<file path="src/verilog/shp_pkg.sv">
// Summary of operation
// - each channel holds 16 write registers plus a transmit buffer for its configuration.
// - data/control select high goes straight to transmit or receive buffer.
// - control write carries a three-bit pointer; the next access uses that register.
// - pointer clears itself after the pointed read or write completes.
// - every register, data registers included, is also reachable through the pointer.
// - ten read registers plus receive buffer; four of them return status.
// - two read registers return the programmed time constant low and high bytes.
// - vector reads plain through channel A, status-modified through channel B.
// - two read registers return the DMA FIFO contents.
// - pending-bits register in channel A shows all interrupt pending bits.
// - all special receive condition error flags read from one register.
// - vector and master interrupt control registers are shared by both channels.
// - strobes are synchronised into the clock domain before use.
// - an access is active only while chip select and strobe are both asserted.
// - daisy chains settle between acknowledge low and read strobe falling.
// - acknowledge cycle claimed only with pending interrupt and chain input high.
// - claimed acknowledge drives the vector on the data bus unless the no-vector bit is set, and sets under-service on the same clock.
// - read and write strobes low together for 250 ns reset the device.
// - primary status shows rx available, zero count, tx empty, dcd, hunt, cts, underrun, break.
// - loop/clock status shows on loop, loop sending, one and two clocks missing.
// - interrupt request pulled low when an enabled pending bit is set and chain input high.
// - a set under-service latch blocks lower sources and pulls chain output low.
`default_nettype none
package shp_pkg;
  localparam int CLK_NS = 10;
  localparam int RESET_LOW_NS = 250;
  localparam int RESET_CYC = (RESET_LOW_NS + CLK_NS - 1) / CLK_NS;
  localparam logic [3:0] REG_CMD = 4'h0;
  localparam logic [3:0] REG_SPECIAL = 4'h1;
  localparam logic [3:0] REG_VECTOR = 4'h2;
  localparam logic [3:0] REG_PENDING = 4'h3;
  localparam logic [3:0] REG_FIFO_LO = 4'h6;
  localparam logic [3:0] REG_FIFO_HI = 4'h7;
  localparam logic [3:0] REG_DATA = 4'h8;
  localparam logic [3:0] REG_MASTER_INT = 4'h9;
  localparam logic [3:0] REG_LOOP_CLK = 4'ha;
  localparam logic [3:0] REG_TC_LO = 4'hc;
  localparam logic [3:0] REG_TC_HI = 4'hd;
  localparam logic [3:0] REG_EXT_EN = 4'hf;
  localparam int CMD_PTR_MSB = 2;
  localparam int CMD_CODE_LSB = 3;
  localparam logic [2:0] CMD_POINT_HIGH = 3'h1;
  localparam logic [2:0] CMD_RESET_IUS = 3'h7;
  localparam int MIC_MIE_BIT = 3;
  localparam int MIC_NV_BIT = 1;
  localparam int MIC_VIS_BIT = 0;
  localparam logic [2:0] NO_INT_CODE = 3'h3;
  localparam logic [7:0] WREG_RESET = 8'h00;
  localparam logic [3:0] PTR_RESET = 4'h0;
  localparam int NUM_SRC = 6;
  typedef struct packed {
    logic break_abort;
    logic tx_underrun;
    logic cts;
    logic sync_hunt;
    logic carrier_detect;
    logic tx_empty;
    logic zero_count;
    logic rx_avail;
  } shp_main_stat_t;
  typedef struct packed {
    logic one_clock_missing;
    logic two_clocks_missing;
    logic pad5;
    logic loop_sending;
    logic pad3;
    logic pad2;
    logic on_loop;
    logic pad0;
  } shp_loop_stat_t;
  typedef struct packed {
    shp_main_stat_t main;
    logic [7:0] special;
    shp_loop_stat_t loop;
    logic [7:0] rx_data;
    logic [7:0] fifo_lo;
    logic [7:0] fifo_hi;
  } shp_chan_in_t;
  typedef struct packed {
    logic valid;
    logic chan_a;
    logic [3:0] idx;
    logic [7:0] data;
  } shp_cfg_wr_t;
  typedef enum logic [3:0] {
    ACC_IDLE = 4'b0001,
    ACC_READ = 4'b0010,
    ACC_WRITE = 4'b0100,
    ACC_ACK = 4'b1000
  } shp_acc_t;
endpackage : shp_pkg
`default_nettype wire

</file>
<file path="src/verilog/shp_sync3.sv">
`default_nettype none
module shp_sync3 #(
  parameter int W = 1
) (
  input wire logic clk,
  input wire logic nrst,
  input wire logic [W-1:0] d,
  output logic [W-1:0] q
);
  logic [W-1:0] s1;
  logic [W-1:0] s2;
  logic [W-1:0] s3;

  if (W < 1)
  begin : g_bad_width
    $error("shp_sync3 width must be positive");
  end

  // a bit moves only once the second and third stage agree
  always_ff @(posedge clk or negedge nrst)
  begin
    if (!nrst)
    begin
      s1 <= '0;
      s2 <= '0;
      s3 <= '0;
      q <= '0;
    end
    else
    begin
      s1 <= d;
      s2 <= s1;
      s3 <= s2;
      q <= (~(s2 ^ s3) & s3) | ((s2 ^ s3) & q);
    end
  end
endmodule : shp_sync3
`default_nettype wire

</file>
<file path="src/verilog/shp_host_port.sv">
`default_nettype none
module shp_host_port #(
  parameter int RESET_CYCLES = shp_pkg::RESET_CYC
) (
  input wire logic clk,
  input wire logic nrst,
  input wire logic ce_n,
  input wire logic rd_n,
  input wire logic wr_n,
  input wire logic data_sel,
  input wire logic chan_a_sel,
  input wire logic interrupt_acknowledge_n,
  input wire logic priority_chain_in,
  output logic priority_chain_out,
  input wire logic [7:0] data_in,
  output logic [7:0] data_out,
  output logic data_oe,
  output logic int_req_out,
  output logic int_req_oe,
  input wire shp_pkg::shp_chan_in_t chan_a_in,
  input wire shp_pkg::shp_chan_in_t chan_b_in,
  input wire logic [5:0] interrupt_pending_bit,
  output logic [1:0] tx_load,
  output logic [7:0] tx_data,
  output logic [1:0] rx_take,
  output shp_pkg::shp_cfg_wr_t cfg_wr,
  output logic hw_reset
);
  if (RESET_CYCLES < 1 || RESET_CYCLES > 255)
  begin : g_bad_reset_cycles
    $error("RESET_CYCLES out of range");
  end

  logic ce_s, rd_s, wr_s, dc_s, ab_s, ack_s, iei_s;
  logic [7:0] din_s;
  shp_pkg::shp_acc_t state;
  shp_pkg::shp_acc_t next_state;
  logic [3:0] ptr;
  logic dc_l;
  logic ch_a_l;
  logic [7:0] wdata;
  logic [7:0] wreg [2][16];
  logic [7:0] vec_reg;
  logic [7:0] mic_reg;
  logic [5:0] under_service_latch;
  logic [7:0] rst_cnt;
  logic srst;
  logic claim;

  // strobes, selects and data all cross from the bus side
  shp_sync3 #(.W(15)) u_sync (
    .clk(clk),
    .nrst(nrst),
    .d({~ce_n, ~rd_n, ~wr_n, data_sel, chan_a_sel, ~interrupt_acknowledge_n, priority_chain_in, data_in}),
    .q({ce_s, rd_s, wr_s, dc_s, ab_s, ack_s, iei_s, din_s})
  );

  logic both_low, rd_act, wr_act;
  assign both_low = rd_s & wr_s;
  assign rd_act = ce_s & rd_s & ~wr_s;
  assign wr_act = ce_s & wr_s & ~rd_s;

  function automatic logic [5:0] shp_gate(input logic [5:0] ip, input logic [5:0] us);
    logic blocked;
    logic [5:0] r;
    blocked = 1'b0;
    r = '0;
    for (int i = 5; i >= 0; i--)
    begin
      blocked = blocked | us[i];
      r[i] = ip[i] & ~blocked;
    end
    return r;
  endfunction : shp_gate

  function automatic logic [2:0] shp_top(input logic [5:0] v);
    logic [2:0] r;
    r = 3'h0;
    for (int i = 0; i < 6; i++)
    begin
      if (v[i]) r = 3'(i);
    end
    return r;
  endfunction : shp_top

  // bit 5 is channel A receive, bit 0 channel B external/status
  function automatic logic [2:0] shp_code(input logic [5:0] v);
    logic [2:0] c;
    case (shp_top(v))
      3'h5: c = 3'h6;
      3'h4: c = 3'h4;
      3'h3: c = 3'h5;
      3'h2: c = 3'h2;
      3'h1: c = 3'h0;
      default: c = 3'h1;
    endcase
    if (v == 6'h00) c = shp_pkg::NO_INT_CODE;
    return c;
  endfunction : shp_code

  function automatic logic [7:0] shp_vec_mod(input logic [7:0] v, input logic [2:0] c);
    return {v[7:4], c, v[0]};
  endfunction : shp_vec_mod

  // interrupt chain, internal order fixed by bit position
  logic mie;
  logic [5:0] req_vec;
  logic req_any;
  assign mie = mic_reg[shp_pkg::MIC_MIE_BIT];
  assign req_vec = mie ? shp_gate(interrupt_pending_bit, under_service_latch) : 6'h00;
  assign req_any = |req_vec;
  assign int_req_out = 1'b0;
  assign int_req_oe = req_any & iei_s;
  assign priority_chain_out = iei_s & ~(|under_service_latch) & ~(ack_s & req_any);

  // coincident strobes reset, no chip select needed
  always_ff @(posedge clk or negedge nrst)
  begin
    if (!nrst)
    begin
      rst_cnt <= 8'h00;
      srst <= 1'b0;
    end
    else
    begin
      if (!both_low) rst_cnt <= 8'h00;
      else if (rst_cnt != 8'(RESET_CYCLES)) rst_cnt <= rst_cnt + 8'h01;
      srst <= both_low && (rst_cnt == 8'(RESET_CYCLES - 1) || rst_cnt == 8'(RESET_CYCLES));
    end
  end
  assign hw_reset = srst;

  always_comb
  begin
    next_state = state;
    case (state)
      shp_pkg::ACC_IDLE:
      begin
        if (rd_act) next_state = ack_s ? shp_pkg::ACC_ACK : shp_pkg::ACC_READ;
        else if (wr_act && !ack_s) next_state = shp_pkg::ACC_WRITE;
      end
      shp_pkg::ACC_READ, shp_pkg::ACC_ACK:
      begin
        if (!rd_act) next_state = shp_pkg::ACC_IDLE;
      end
      shp_pkg::ACC_WRITE:
      begin
        if (!wr_act) next_state = shp_pkg::ACC_IDLE;
      end
      default: next_state = shp_pkg::ACC_IDLE;
    endcase
    if (srst) next_state = shp_pkg::ACC_IDLE;
  end

  logic start, rd_end, wr_end;
  assign start = (state == shp_pkg::ACC_IDLE) && (next_state != shp_pkg::ACC_IDLE);
  assign rd_end = (state == shp_pkg::ACC_READ) && (next_state == shp_pkg::ACC_IDLE);
  assign wr_end = (state == shp_pkg::ACC_WRITE) && (next_state == shp_pkg::ACC_IDLE);

  always_ff @(posedge clk or negedge nrst)
  begin
    if (!nrst) state <= shp_pkg::ACC_IDLE;
    else state <= next_state;
  end

  // selects are only sampled at the start; the host keeps them steady
  always_ff @(posedge clk or negedge nrst)
  begin
    if (!nrst)
    begin
      dc_l <= 1'b0;
      ch_a_l <= 1'b0;
      wdata <= 8'h00;
    end
    else
    begin
      if (start)
      begin
        dc_l <= dc_s;
        ch_a_l <= ab_s;
      end
      if (next_state == shp_pkg::ACC_WRITE) wdata <= din_s;
    end
  end

  logic [3:0] idx;
  assign idx = dc_l ? shp_pkg::REG_DATA : ptr;

  // read multiplexer, evaluated at strobe start
  function automatic logic [7:0] shp_read(input logic cha, input logic [3:0] i, input shp_pkg::shp_chan_in_t c,
      input logic [7:0] tl, input logic [7:0] th, input logic [7:0] xe, input logic [7:0] vec,
      input logic [5:0] ip, input logic [5:0] rq);
    logic [7:0] r;
    r = 8'h00;
    case (i)
      shp_pkg::REG_CMD: r = c.main;
      shp_pkg::REG_SPECIAL: r = c.special;
      shp_pkg::REG_VECTOR: r = cha ? vec : shp_vec_mod(vec, shp_code(rq));
      shp_pkg::REG_PENDING: r = cha ? {2'b00, ip} : 8'h00;
      shp_pkg::REG_FIFO_LO: r = c.fifo_lo;
      shp_pkg::REG_FIFO_HI: r = c.fifo_hi;
      shp_pkg::REG_DATA: r = c.rx_data;
      shp_pkg::REG_LOOP_CLK: r = c.loop & 8'hd2;
      shp_pkg::REG_TC_LO: r = tl;
      shp_pkg::REG_TC_HI: r = th;
      shp_pkg::REG_EXT_EN: r = xe;
      default: r = 8'h00;
    endcase
    return r;
  endfunction : shp_read

  logic [5:0] ip_en;
  logic dch;
  // readback shows the raw pending bits; master enable only gates requests
  assign ip_en = interrupt_pending_bit;
  assign dch = ab_s ? 1'b0 : 1'b1;
  assign claim = (state == shp_pkg::ACC_IDLE) && (next_state == shp_pkg::ACC_ACK) && req_any && iei_s;

  always_ff @(posedge clk or negedge nrst)
  begin
    if (!nrst)
    begin
      data_out <= 8'h00;
      data_oe <= 1'b0;
    end
    else
    begin
      if (next_state == shp_pkg::ACC_IDLE) data_oe <= 1'b0;
      if (start && next_state == shp_pkg::ACC_READ)
      begin
        data_out <= shp_read(ab_s, dc_s ? shp_pkg::REG_DATA : ptr, ab_s ? chan_a_in : chan_b_in,
          wreg[dch][shp_pkg::REG_TC_LO], wreg[dch][shp_pkg::REG_TC_HI], wreg[dch][shp_pkg::REG_EXT_EN],
          vec_reg, ip_en, req_vec);
        data_oe <= 1'b1;
      end
      if (claim && !mic_reg[shp_pkg::MIC_NV_BIT])
      begin
        data_out <= mic_reg[shp_pkg::MIC_VIS_BIT] ? shp_vec_mod(vec_reg, shp_code(req_vec)) : vec_reg;
        data_oe <= 1'b1;
      end
    end
  end

  // under-service latches: set on claim, cleared highest-first by command
  always_ff @(posedge clk or negedge nrst)
  begin
    if (!nrst) under_service_latch <= 6'h00;
    else if (srst) under_service_latch <= 6'h00;
    else if (claim) under_service_latch[shp_top(req_vec)] <= 1'b1;
    else if (wr_end && !dc_l && ptr == shp_pkg::REG_CMD &&
        wdata[5:shp_pkg::CMD_CODE_LSB] == shp_pkg::CMD_RESET_IUS && under_service_latch != 6'h00)
      under_service_latch[shp_top(under_service_latch)] <= 1'b0;
  end

  // pointer; a pointed access leaves it at zero, except a write with the pointer at zero, which loads it
  always_ff @(posedge clk or negedge nrst)
  begin
    if (!nrst) ptr <= shp_pkg::PTR_RESET;
    else if (srst) ptr <= shp_pkg::PTR_RESET;
    else if (wr_end && !dc_l && ptr == shp_pkg::REG_CMD)
      ptr <= {wdata[5:shp_pkg::CMD_CODE_LSB] == shp_pkg::CMD_POINT_HIGH, wdata[shp_pkg::CMD_PTR_MSB:0]};
    else if ((wr_end || rd_end) && !dc_l) ptr <= shp_pkg::PTR_RESET;
  end

  // write register file; vector and interrupt control live once
  always_ff @(posedge clk or negedge nrst)
  begin
    if (!nrst)
    begin
      vec_reg <= shp_pkg::WREG_RESET;
      mic_reg <= shp_pkg::WREG_RESET;
      for (int c = 0; c < 2; c++)
        for (int r = 0; r < 16; r++)
          wreg[c][r] <= shp_pkg::WREG_RESET;
    end
    else if (srst)
    begin
      vec_reg <= shp_pkg::WREG_RESET;
      mic_reg <= shp_pkg::WREG_RESET;
      for (int c = 0; c < 2; c++)
        for (int r = 0; r < 16; r++)
          wreg[c][r] <= shp_pkg::WREG_RESET;
    end
    else if (wr_end && idx != shp_pkg::REG_CMD && idx != shp_pkg::REG_DATA)
    begin
      if (idx == shp_pkg::REG_VECTOR) vec_reg <= wdata;
      else if (idx == shp_pkg::REG_MASTER_INT) mic_reg <= wdata;
      else wreg[ch_a_l ? 1'b0 : 1'b1][idx] <= wdata;
    end
  end

  // engine-side strobes, one cycle each
  always_ff @(posedge clk or negedge nrst)
  begin
    if (!nrst)
    begin
      tx_load <= 2'b00;
      tx_data <= 8'h00;
      rx_take <= 2'b00;
      cfg_wr <= '0;
    end
    else
    begin
      tx_load <= 2'b00;
      rx_take <= 2'b00;
      cfg_wr.valid <= 1'b0;
      if (wr_end && idx == shp_pkg::REG_DATA)
      begin
        tx_load <= ch_a_l ? 2'b01 : 2'b10;
        tx_data <= wdata;
      end
      if (rd_end && idx == shp_pkg::REG_DATA) rx_take <= ch_a_l ? 2'b01 : 2'b10;
      if (wr_end && idx != shp_pkg::REG_CMD)
      begin
        cfg_wr.valid <= 1'b1;
        cfg_wr.chan_a <= ch_a_l;
        cfg_wr.idx <= idx;
        cfg_wr.data <= wdata;
      end
    end
  end
endmodule : shp_host_port
`default_nettype wire

</file>
<file path="config.mk">
export PLATFORM = sky130hd
export DESIGN_NAME = shp_host_port
export DESIGN_NICKNAME = d
export VERILOG_FILES = /design/src/verilog/shp_pkg.sv /design/src/verilog/shp_sync3.sv /design/src/verilog/shp_host_port.sv
export SDC_FILE = /design/constraint.sdc
export NUM_CORES = 1
export LEC_CHECK = 0
export BUFFER_PORTS_ARGS = -buffer_cell sky130_fd_sc_hd__buf_2
export CORE_ASPECT_RATIO = 1.75
export CORE_MARGIN = 2
export CORE_UTILIZATION = 35
export CTS_CLUSTER_SIZE = 8
export DETAILED_ROUTE_END_ITERATION = 12
export PLACE_DENSITY_LB_ADDON = 0.1
export SKIP_LAST_GASP = 1
export SLEW_MARGIN = 15
export SYNTH_ARGS = -nofsm -noshare
export SYNTH_HDL_FRONTEND = slang
export SYNTH_SLANG_ARGS = --single-unit
</file>
<file path="constraint.sdc">
create_clock -name clk -period 2.55 [get_ports clk]
set_input_delay 0.1275 -clock clk [delete_from_list [all_inputs] [get_ports clk]]
set_output_delay 0.1275 -clock clk [all_outputs]
set_load 0.005 [all_outputs]
</file>
After elaboration in Yosys (flattened, before gate mapping):

Index checks and enable logic that the tools add are counted.
W data, S select, Z words.

* $lt $le $gt $ge: 9
* add/subtract/negate cells: 1
* bitwise gates (word level): 45
* multiplexer cells: 79
* eq/ne operators: 41
* reductions and logical operators: 46

Operator list (count)
* $mux W256: 4
* $bwmux W256: 1
* $demux W128 S1: 1
* $mux W128: 1
* $mux W32: 3
* $pmux W8 S11: 1
* $mux W4: 17
* $mux W8: 8
* $mux W3: 18
* $mux W48: 1
* $eq A4 B4 Y1 const B: 9
* $demux W8 S4: 1
* $and A15 B15 Y15: 2
* $mux W6: 5
* $pmux W3 S5: 2
* $logic_and A1 B1 Y1: 23
* $eq A4 B2 Y1 const B: 5
* $eq A4 B3 Y1 const B: 4
* $eq A8 B5 Y1 const B: 2
* $and A1 B1 Y1: 15
* $eq A3 B3 Y1 const B: 5
* $not A15 Y15: 1
* $or A15 B15 Y15: 1
* $xor A15 B15 Y15: 1
* other kinds (39): 90

* output and inout bits: 39
* logic and storage cells: 276
* flip-flop bits (word level): 396

Logic depth before layout (Yosys ltp):

* depth in word-level cells: 25
* gate-level depth with buffers: 10
* depth with buffers taken out: 7

Cells and area by module:

A second synthesis with hierarchy kept.

* cells, all modules: 865
* area total of the unflattened synthesis: 8720.9 µm²

By module, submodules not included
* shp_host_port: area each 7050.5 µm², sequential area each 3179.3 µm², cells each 790, times used 1
* shp_sync3: area each 1670.4 µm², sequential area each 1501.4 µm², cells each 75, times used 1

Worst setup path before layout:

OpenSTA, ideal clock, no wires.

* path kind: register -> register
* start: register state[0]
* end: register data_out[3]
* stages on the path, launching flop included: 9
* required time: 2.424 ns
* slack: 0.455 ns
* path buffers: 1
* data arrival time: 1.969 ns
* path through: dfstp_2 buf_4 nor4b_4 nand2_1 or3_1 a2111oi_0 a32oi_1 nand2_1 o21ai_0

* longest elaborated chain between the ends: 10
* elaborated cells between the ends (all ways): 22
* those cells by class: eq/ne (7); mux (7); reduce/logical (8)

RTL lines
* from (decl): line shp_host_port.sv:36 `shp_pkg::shp_acc_t state;`
* from (signal assigned): line shp_host_port.sv:162 `if (!nrst) state <= shp_pkg::ACC_IDLE;`
* from (signal assigned): line shp_host_port.sv:163 `else state <= next_state;`
* $eq A4 B2 Y1 (tied with other cells): line shp_host_port.sv:136 `case (state)`
* $reduce_or A2 Y1 / $mux W4 (equally long branches): line shp_host_port.sv:136, shp_host_port.sv:139
* $pmux W4 S3: line shp_host_port.sv:136
* $mux W4: line shp_host_port.sv:152 `if (srst) next_state = shp_pkg::ACC_IDLE;`
* $eq A4 B4 Y1: line shp_host_port.sv:217 `assign claim = (state == shp_pkg::ACC_IDLE) && (next_state == shp_pkg::ACC_ACK) && req_any && iei_s;`
* $logic_and A1 B1 Y1 (3 in series): line shp_host_port.sv:217
* $logic_and A1 B1 Y1: line shp_host_port.sv:236 `if (claim && !mic_reg[shp_pkg::MIC_NV_BIT])`
* $mux W8 / $reduce_bool A2 Y1 (equally long branches)
* to (signal assigned): line shp_host_port.sv:231 `data_out <= shp_read(ab_s, dc_s ? shp_pkg::REG_DATA : ptr, ab_s ? chan_a_in : chan_b_in,`
* to (signal assigned): line shp_host_port.sv:238 `data_out <= mic_reg[shp_pkg::MIC_VIS_BIT] ? shp_vec_mod(vec_reg, shp_code(req_vec)) : vec_reg;`
* to (decl): line shp_host_port.sv:16 `output logic [7:0] data_out,`

Parallel ways exist; a longest one is shown, timed or not.
A chain may end at the register's enable or synchronous reset.

Worst setup path in the final report:

* start: register ptr[2]
* end: register data_out[2]

* longest elaborated chain between the ends: 5
* elaborated cells between the ends (all ways): 15
* those cells by class: eq/ne (10); mux (4); reduce/logical (1)

RTL lines
* from (decl): line shp_host_port.sv:38 `logic [3:0] ptr;`
* from (signal assigned): line shp_host_port.sv:258 `if (!nrst) ptr <= shp_pkg::PTR_RESET;`
* from (signal assigned): line shp_host_port.sv:259 `else if (srst) ptr <= shp_pkg::PTR_RESET;`
* from (signal assigned): line shp_host_port.sv:261 `ptr <= {wdata[5:shp_pkg::CMD_CODE_LSB] == shp_pkg::CMD_POINT_HIGH, wdata[shp_pkg::CMD_PTR_MSB:0]};`
* $mux W4 *: line shp_host_port.sv:231
* $eq A4 B4 Y1 (tied with other cells): line shp_host_port.sv:195 `case (i)`
* $pmux W8 S11 *: line shp_host_port.sv:195
* $mux W8 *: line shp_host_port.sv:229 `if (start && next_state == shp_pkg::ACC_READ)`
* $mux W8 *: line shp_host_port.sv:236

Mark *: on every way between the ends. The rest lies on a longest branch, timed or not. The select of a mux whose other input is x is not followed.

==> metrics.md <==
| Metric | Value |
|---|---|
| Final net count | `1118` |
| WL final | `25700 um` |
| Crit path max fanout | `10` |
| Synth-to-layout area growth | `23.6%` |
| Full die area | `0.0265 mm^2` |
| Detailed-route via count | `6798` |
| Register area | `0.00468 mm^2` |
| Most used flip-flop cell after synthesis | `dfrtp_1` |
| GP Congestion | `0.852` |
| Setup slack at placement | `0.154 ns` |
| Iter 0 DRT Violations | `393` |
| Final setup TNS | `0 ns` |
| Share of layout cells above drive strength 1 | `27.7%` |
| Diodes inserted | `0` |
| Finished Layout Cells | `1321` |
| Worst vdd ir | `458 uV` |
| Hold Crit Class | `primary input to flop` |
| FF+latch count, synth | `187` |
| Fin crit period | `2.34 ns` |
| Global-route wire length before repair | `39300 um` |
| Final instance area | `0.0109 mm^2` |
| Status | `completed` |
| CP Data Arrival Time | `2.67 ns` |
| Cell Rows | `76` |
| Skew-Pair Late Insertion Delay | `0.45 ns` |
| Critical path class | `flop to flop` |
| Launching point of the worst reg2reg path | `ptr[2]$_DFFE_PN0P_` |
| Die H | `214 um` |
| LEAKAGE | `0.00535 uW` |
| Post-synthesis cell type count | `76` |
| Clock root buffer | `clkbuf_16` |
| TritonCTS clock tree | `yes` |
| Clock-pin transition on the worst setup and hold timing paths | `0.08 ns` |
| Avg Vias per Cell | `5.15` |
| Skew final | `0.0118 ns` |
| Post-Syn Instances | `807` |
| R2R setup slack | `0.21 ns` |
| CP Capture Type | `flop` |
| Biggest register | `wreg` |
| RSZ-0062 raised after global routing | `false` |
| Largest net degree at the start of global routing | `74` |
| Total GRT Usage | `20.2%` |
| Tightest Pin Transition | `0.644 ns` |
| Initial antenna violation count | `0` |
| Period utilization | `91.9%` |
| Worst Setup SP | `ptr[2]$_DFFE_PN0P_` |
| Placed cells | `1271` |
| Reg2reg path depth | `7` |
| Max incr delay on CP | `0.61 ns` |
| PortBufs | `148` |
| Max reg flops | `48` |
| Multi-input logic area | `0.00381 mm^2` |
| Most frequent cells in the layout | `dfrtp_1 (184), buf_2 (147), mux2i_1 (100), nor2_1 (96), nand2_1 (79)` |
| Syn avg cell area | `10.9 um^2` |
| Worst reg2reg endpoint | `data_out[2]$_DFFE_PN0P_` |
| CTS H-Tree Depth | `4` |
| Most common cell after layout, fill and taps aside | `dfrtp_1` |
| Post-synthesis sequential area ratio | `53.1%` |
| CTS sink cnt | `187` |
| Grt ovf | `0` |
| Clock tree buffer depth | `2` |
| Max_slew headroom | `57.1%` |
| Slowest cell on the critical path | `or4_1` |
| Detailed-route wire length per cell | `19.4 um` |
| Cell breakdown of the critical path | `nor3b_1 > and2_1 > a221oi_2 > a31oi_1 > or4_1 > nor3_1 > o31ai_1` |
| Max Clock Freq | `427 MHz` |
| Fillcell total | `2426` |
| Placed cell area | `0.0101 mm^2` |
| Final hold violation count | `0` |
| Critical Path End | `data_out[2]$_DFFE_PN0P_` |
| Antenna Nets Post-Route | `0` |
| Core ar. | `0.0247 mm^2` |
| FFs w/ async S/R, synth | `100%` |
| Pwr Total | `7810 uW` |
| Max-slew violations | `0` |
| Setup ws final | `0.207 ns` |
| Final setup fails | `0` |
| Ys Warns | `0` |
| Vias in the first global route | `6913` |
| Chip width | `124 um` |
| Post-synth EDFFs | `0` |
| Num CTS Buffers | `17` |
| DP Wirelength | `18700 um` |
| Syn Nets | `929` |
| Worst path required time | `2.88 ns` |
| DR pass1 iterations | `5` |
| Max-Cap Viols | `0` |
| Num ports | `158` |
| Mapped Area | `0.00881 mm^2` |
| PD cells | `717 mW/mm^2` |
| Residual DRC | `0` |
| Crit start category | `flop` |
| Starting Density | `35.6%` |
routing by layer:
metal  vias up  GRT usage, %  wire (um)
met2       199          34.6      13000
met5         -             0          0
met3        36          3.78       1140
met4         0          8.87        914
li1       3249             -          -
met1      3314          24.4      10600
worst min path at each step:
stage / start / endpoint / slack [ns] / cells after the start
after floorplan: nrst / asynchronous set/reset pin / -0.17 / 0
after global placement: nrst / under_service_latch[0]$_DFFE_PN0P_ / 0.17 / 1
after detailed placement: nrst / under_service_latch[2]$_DFFE_PN0P_ / 0.18 / 1
after CTS: interrupt_pending_bit[5] / under_service_latch[5]$_DFFE_PN0P_ / 0.03 / 2
after global routing: interrupt_pending_bit[5] / under_service_latch[5]$_DFFE_PN0P_ / 0.04 / 2
final: interrupt_pending_bit[5] / under_service_latch[5]$_DFFE_PN0P_ / 0.06 / 2
through the flow:
stage               utilization [%]  hold slack (ns)
floorplan                         -           -0.168
global placement               41.0            0.174
detailed placement             41.0            0.179
CTS                            44.0           0.0327
global route                   44.0           0.0404
finish                         44.0           0.0552
cells in the mapped netlist (4+ instances only):
cell / n / area, um^2
a22oi_1: 11 / 82.6
nor3b_1: 4 / 30.0
inv_1: 19 / 71.3
clkbuf_1: 23 / 86.3
o21ai_0: 23 / 115
and3_1: 6 / 37.5
dfrtp_1: 186 / 4650
xor2_1: 5 / 43.8
or3_1: 8 / 50.1
nand3b_1: 4 / 30.0
nand2b_1: 6 / 37.5
nand2_1: 79 / 297
o22ai_1: 17 / 106
a221oi_1: 8 / 70.1
nor3_1: 14 / 70.1
a21oi_1: 19 / 95.1
a32o_1: 4 / 40.0
nand3_1: 15 / 75.1
maj3_1: 15 / 150
mux2_2: 24 / 270
nor2b_1: 6 / 37.5
buf_2: 16 / 80.1
buf_4: 6 / 45.0
a31oi_1: 9 / 56.3
nor2_1: 96 / 360
a2111oi_0: 4 / 35.0
nor4_1: 6 / 37.5
and2_1: 4 / 25.0
mux2i_1: 100 / 1000
area by class of cell:
cell class	count	share of cell area [%]
multi-input cells	551	35.0
inverters	21	0.724
clock inverters	13	1.22
well taps	312	3.59
clock buffers	19	4.07
flip-flops and latches	187	43.0
repair buffers	218	12.4
worst max-delay path, delay by kind of cell, from the launching register on:
kind / cells / cell delay, ns
AO/OA/AOI/OAI: 3 / 0.46
flip-flops: 1 / 0.48
AND/OR/NAND/NOR: 4 / 1.28
cells by family after synthesis:
| group | share of synthesized area [%] |
|---|---|
| fa+ha+maj | 2.13 |
| other cells | 0.0426 |
| compound gates | 10.1 |
| buf+inv | 3.68 |
| mux | 14.6 |
| flops | 53.1 |
| xor+xnor | 0.596 |
| simple gates | 15.8 |
timing repair:
item                                    4_1_cts  5_1_grt
hold endpoints to repair                     80        0
setup buffers                                 0        2
gates resized for setup                       0        1
hold buffers                                 16        0
endpoints found under the setup margin        0        3
power breakdown:
group | total (uW) | switching [uW] | internal, uW | leakage [uW]
combinational | 1510 | 806 | 707 | 0.00265
clock | 2630 | 1230 | 1390 | 0.000278
sequential | 3670 | 425 | 3250 | 0.00243
(Power assumes the default switching activity.)
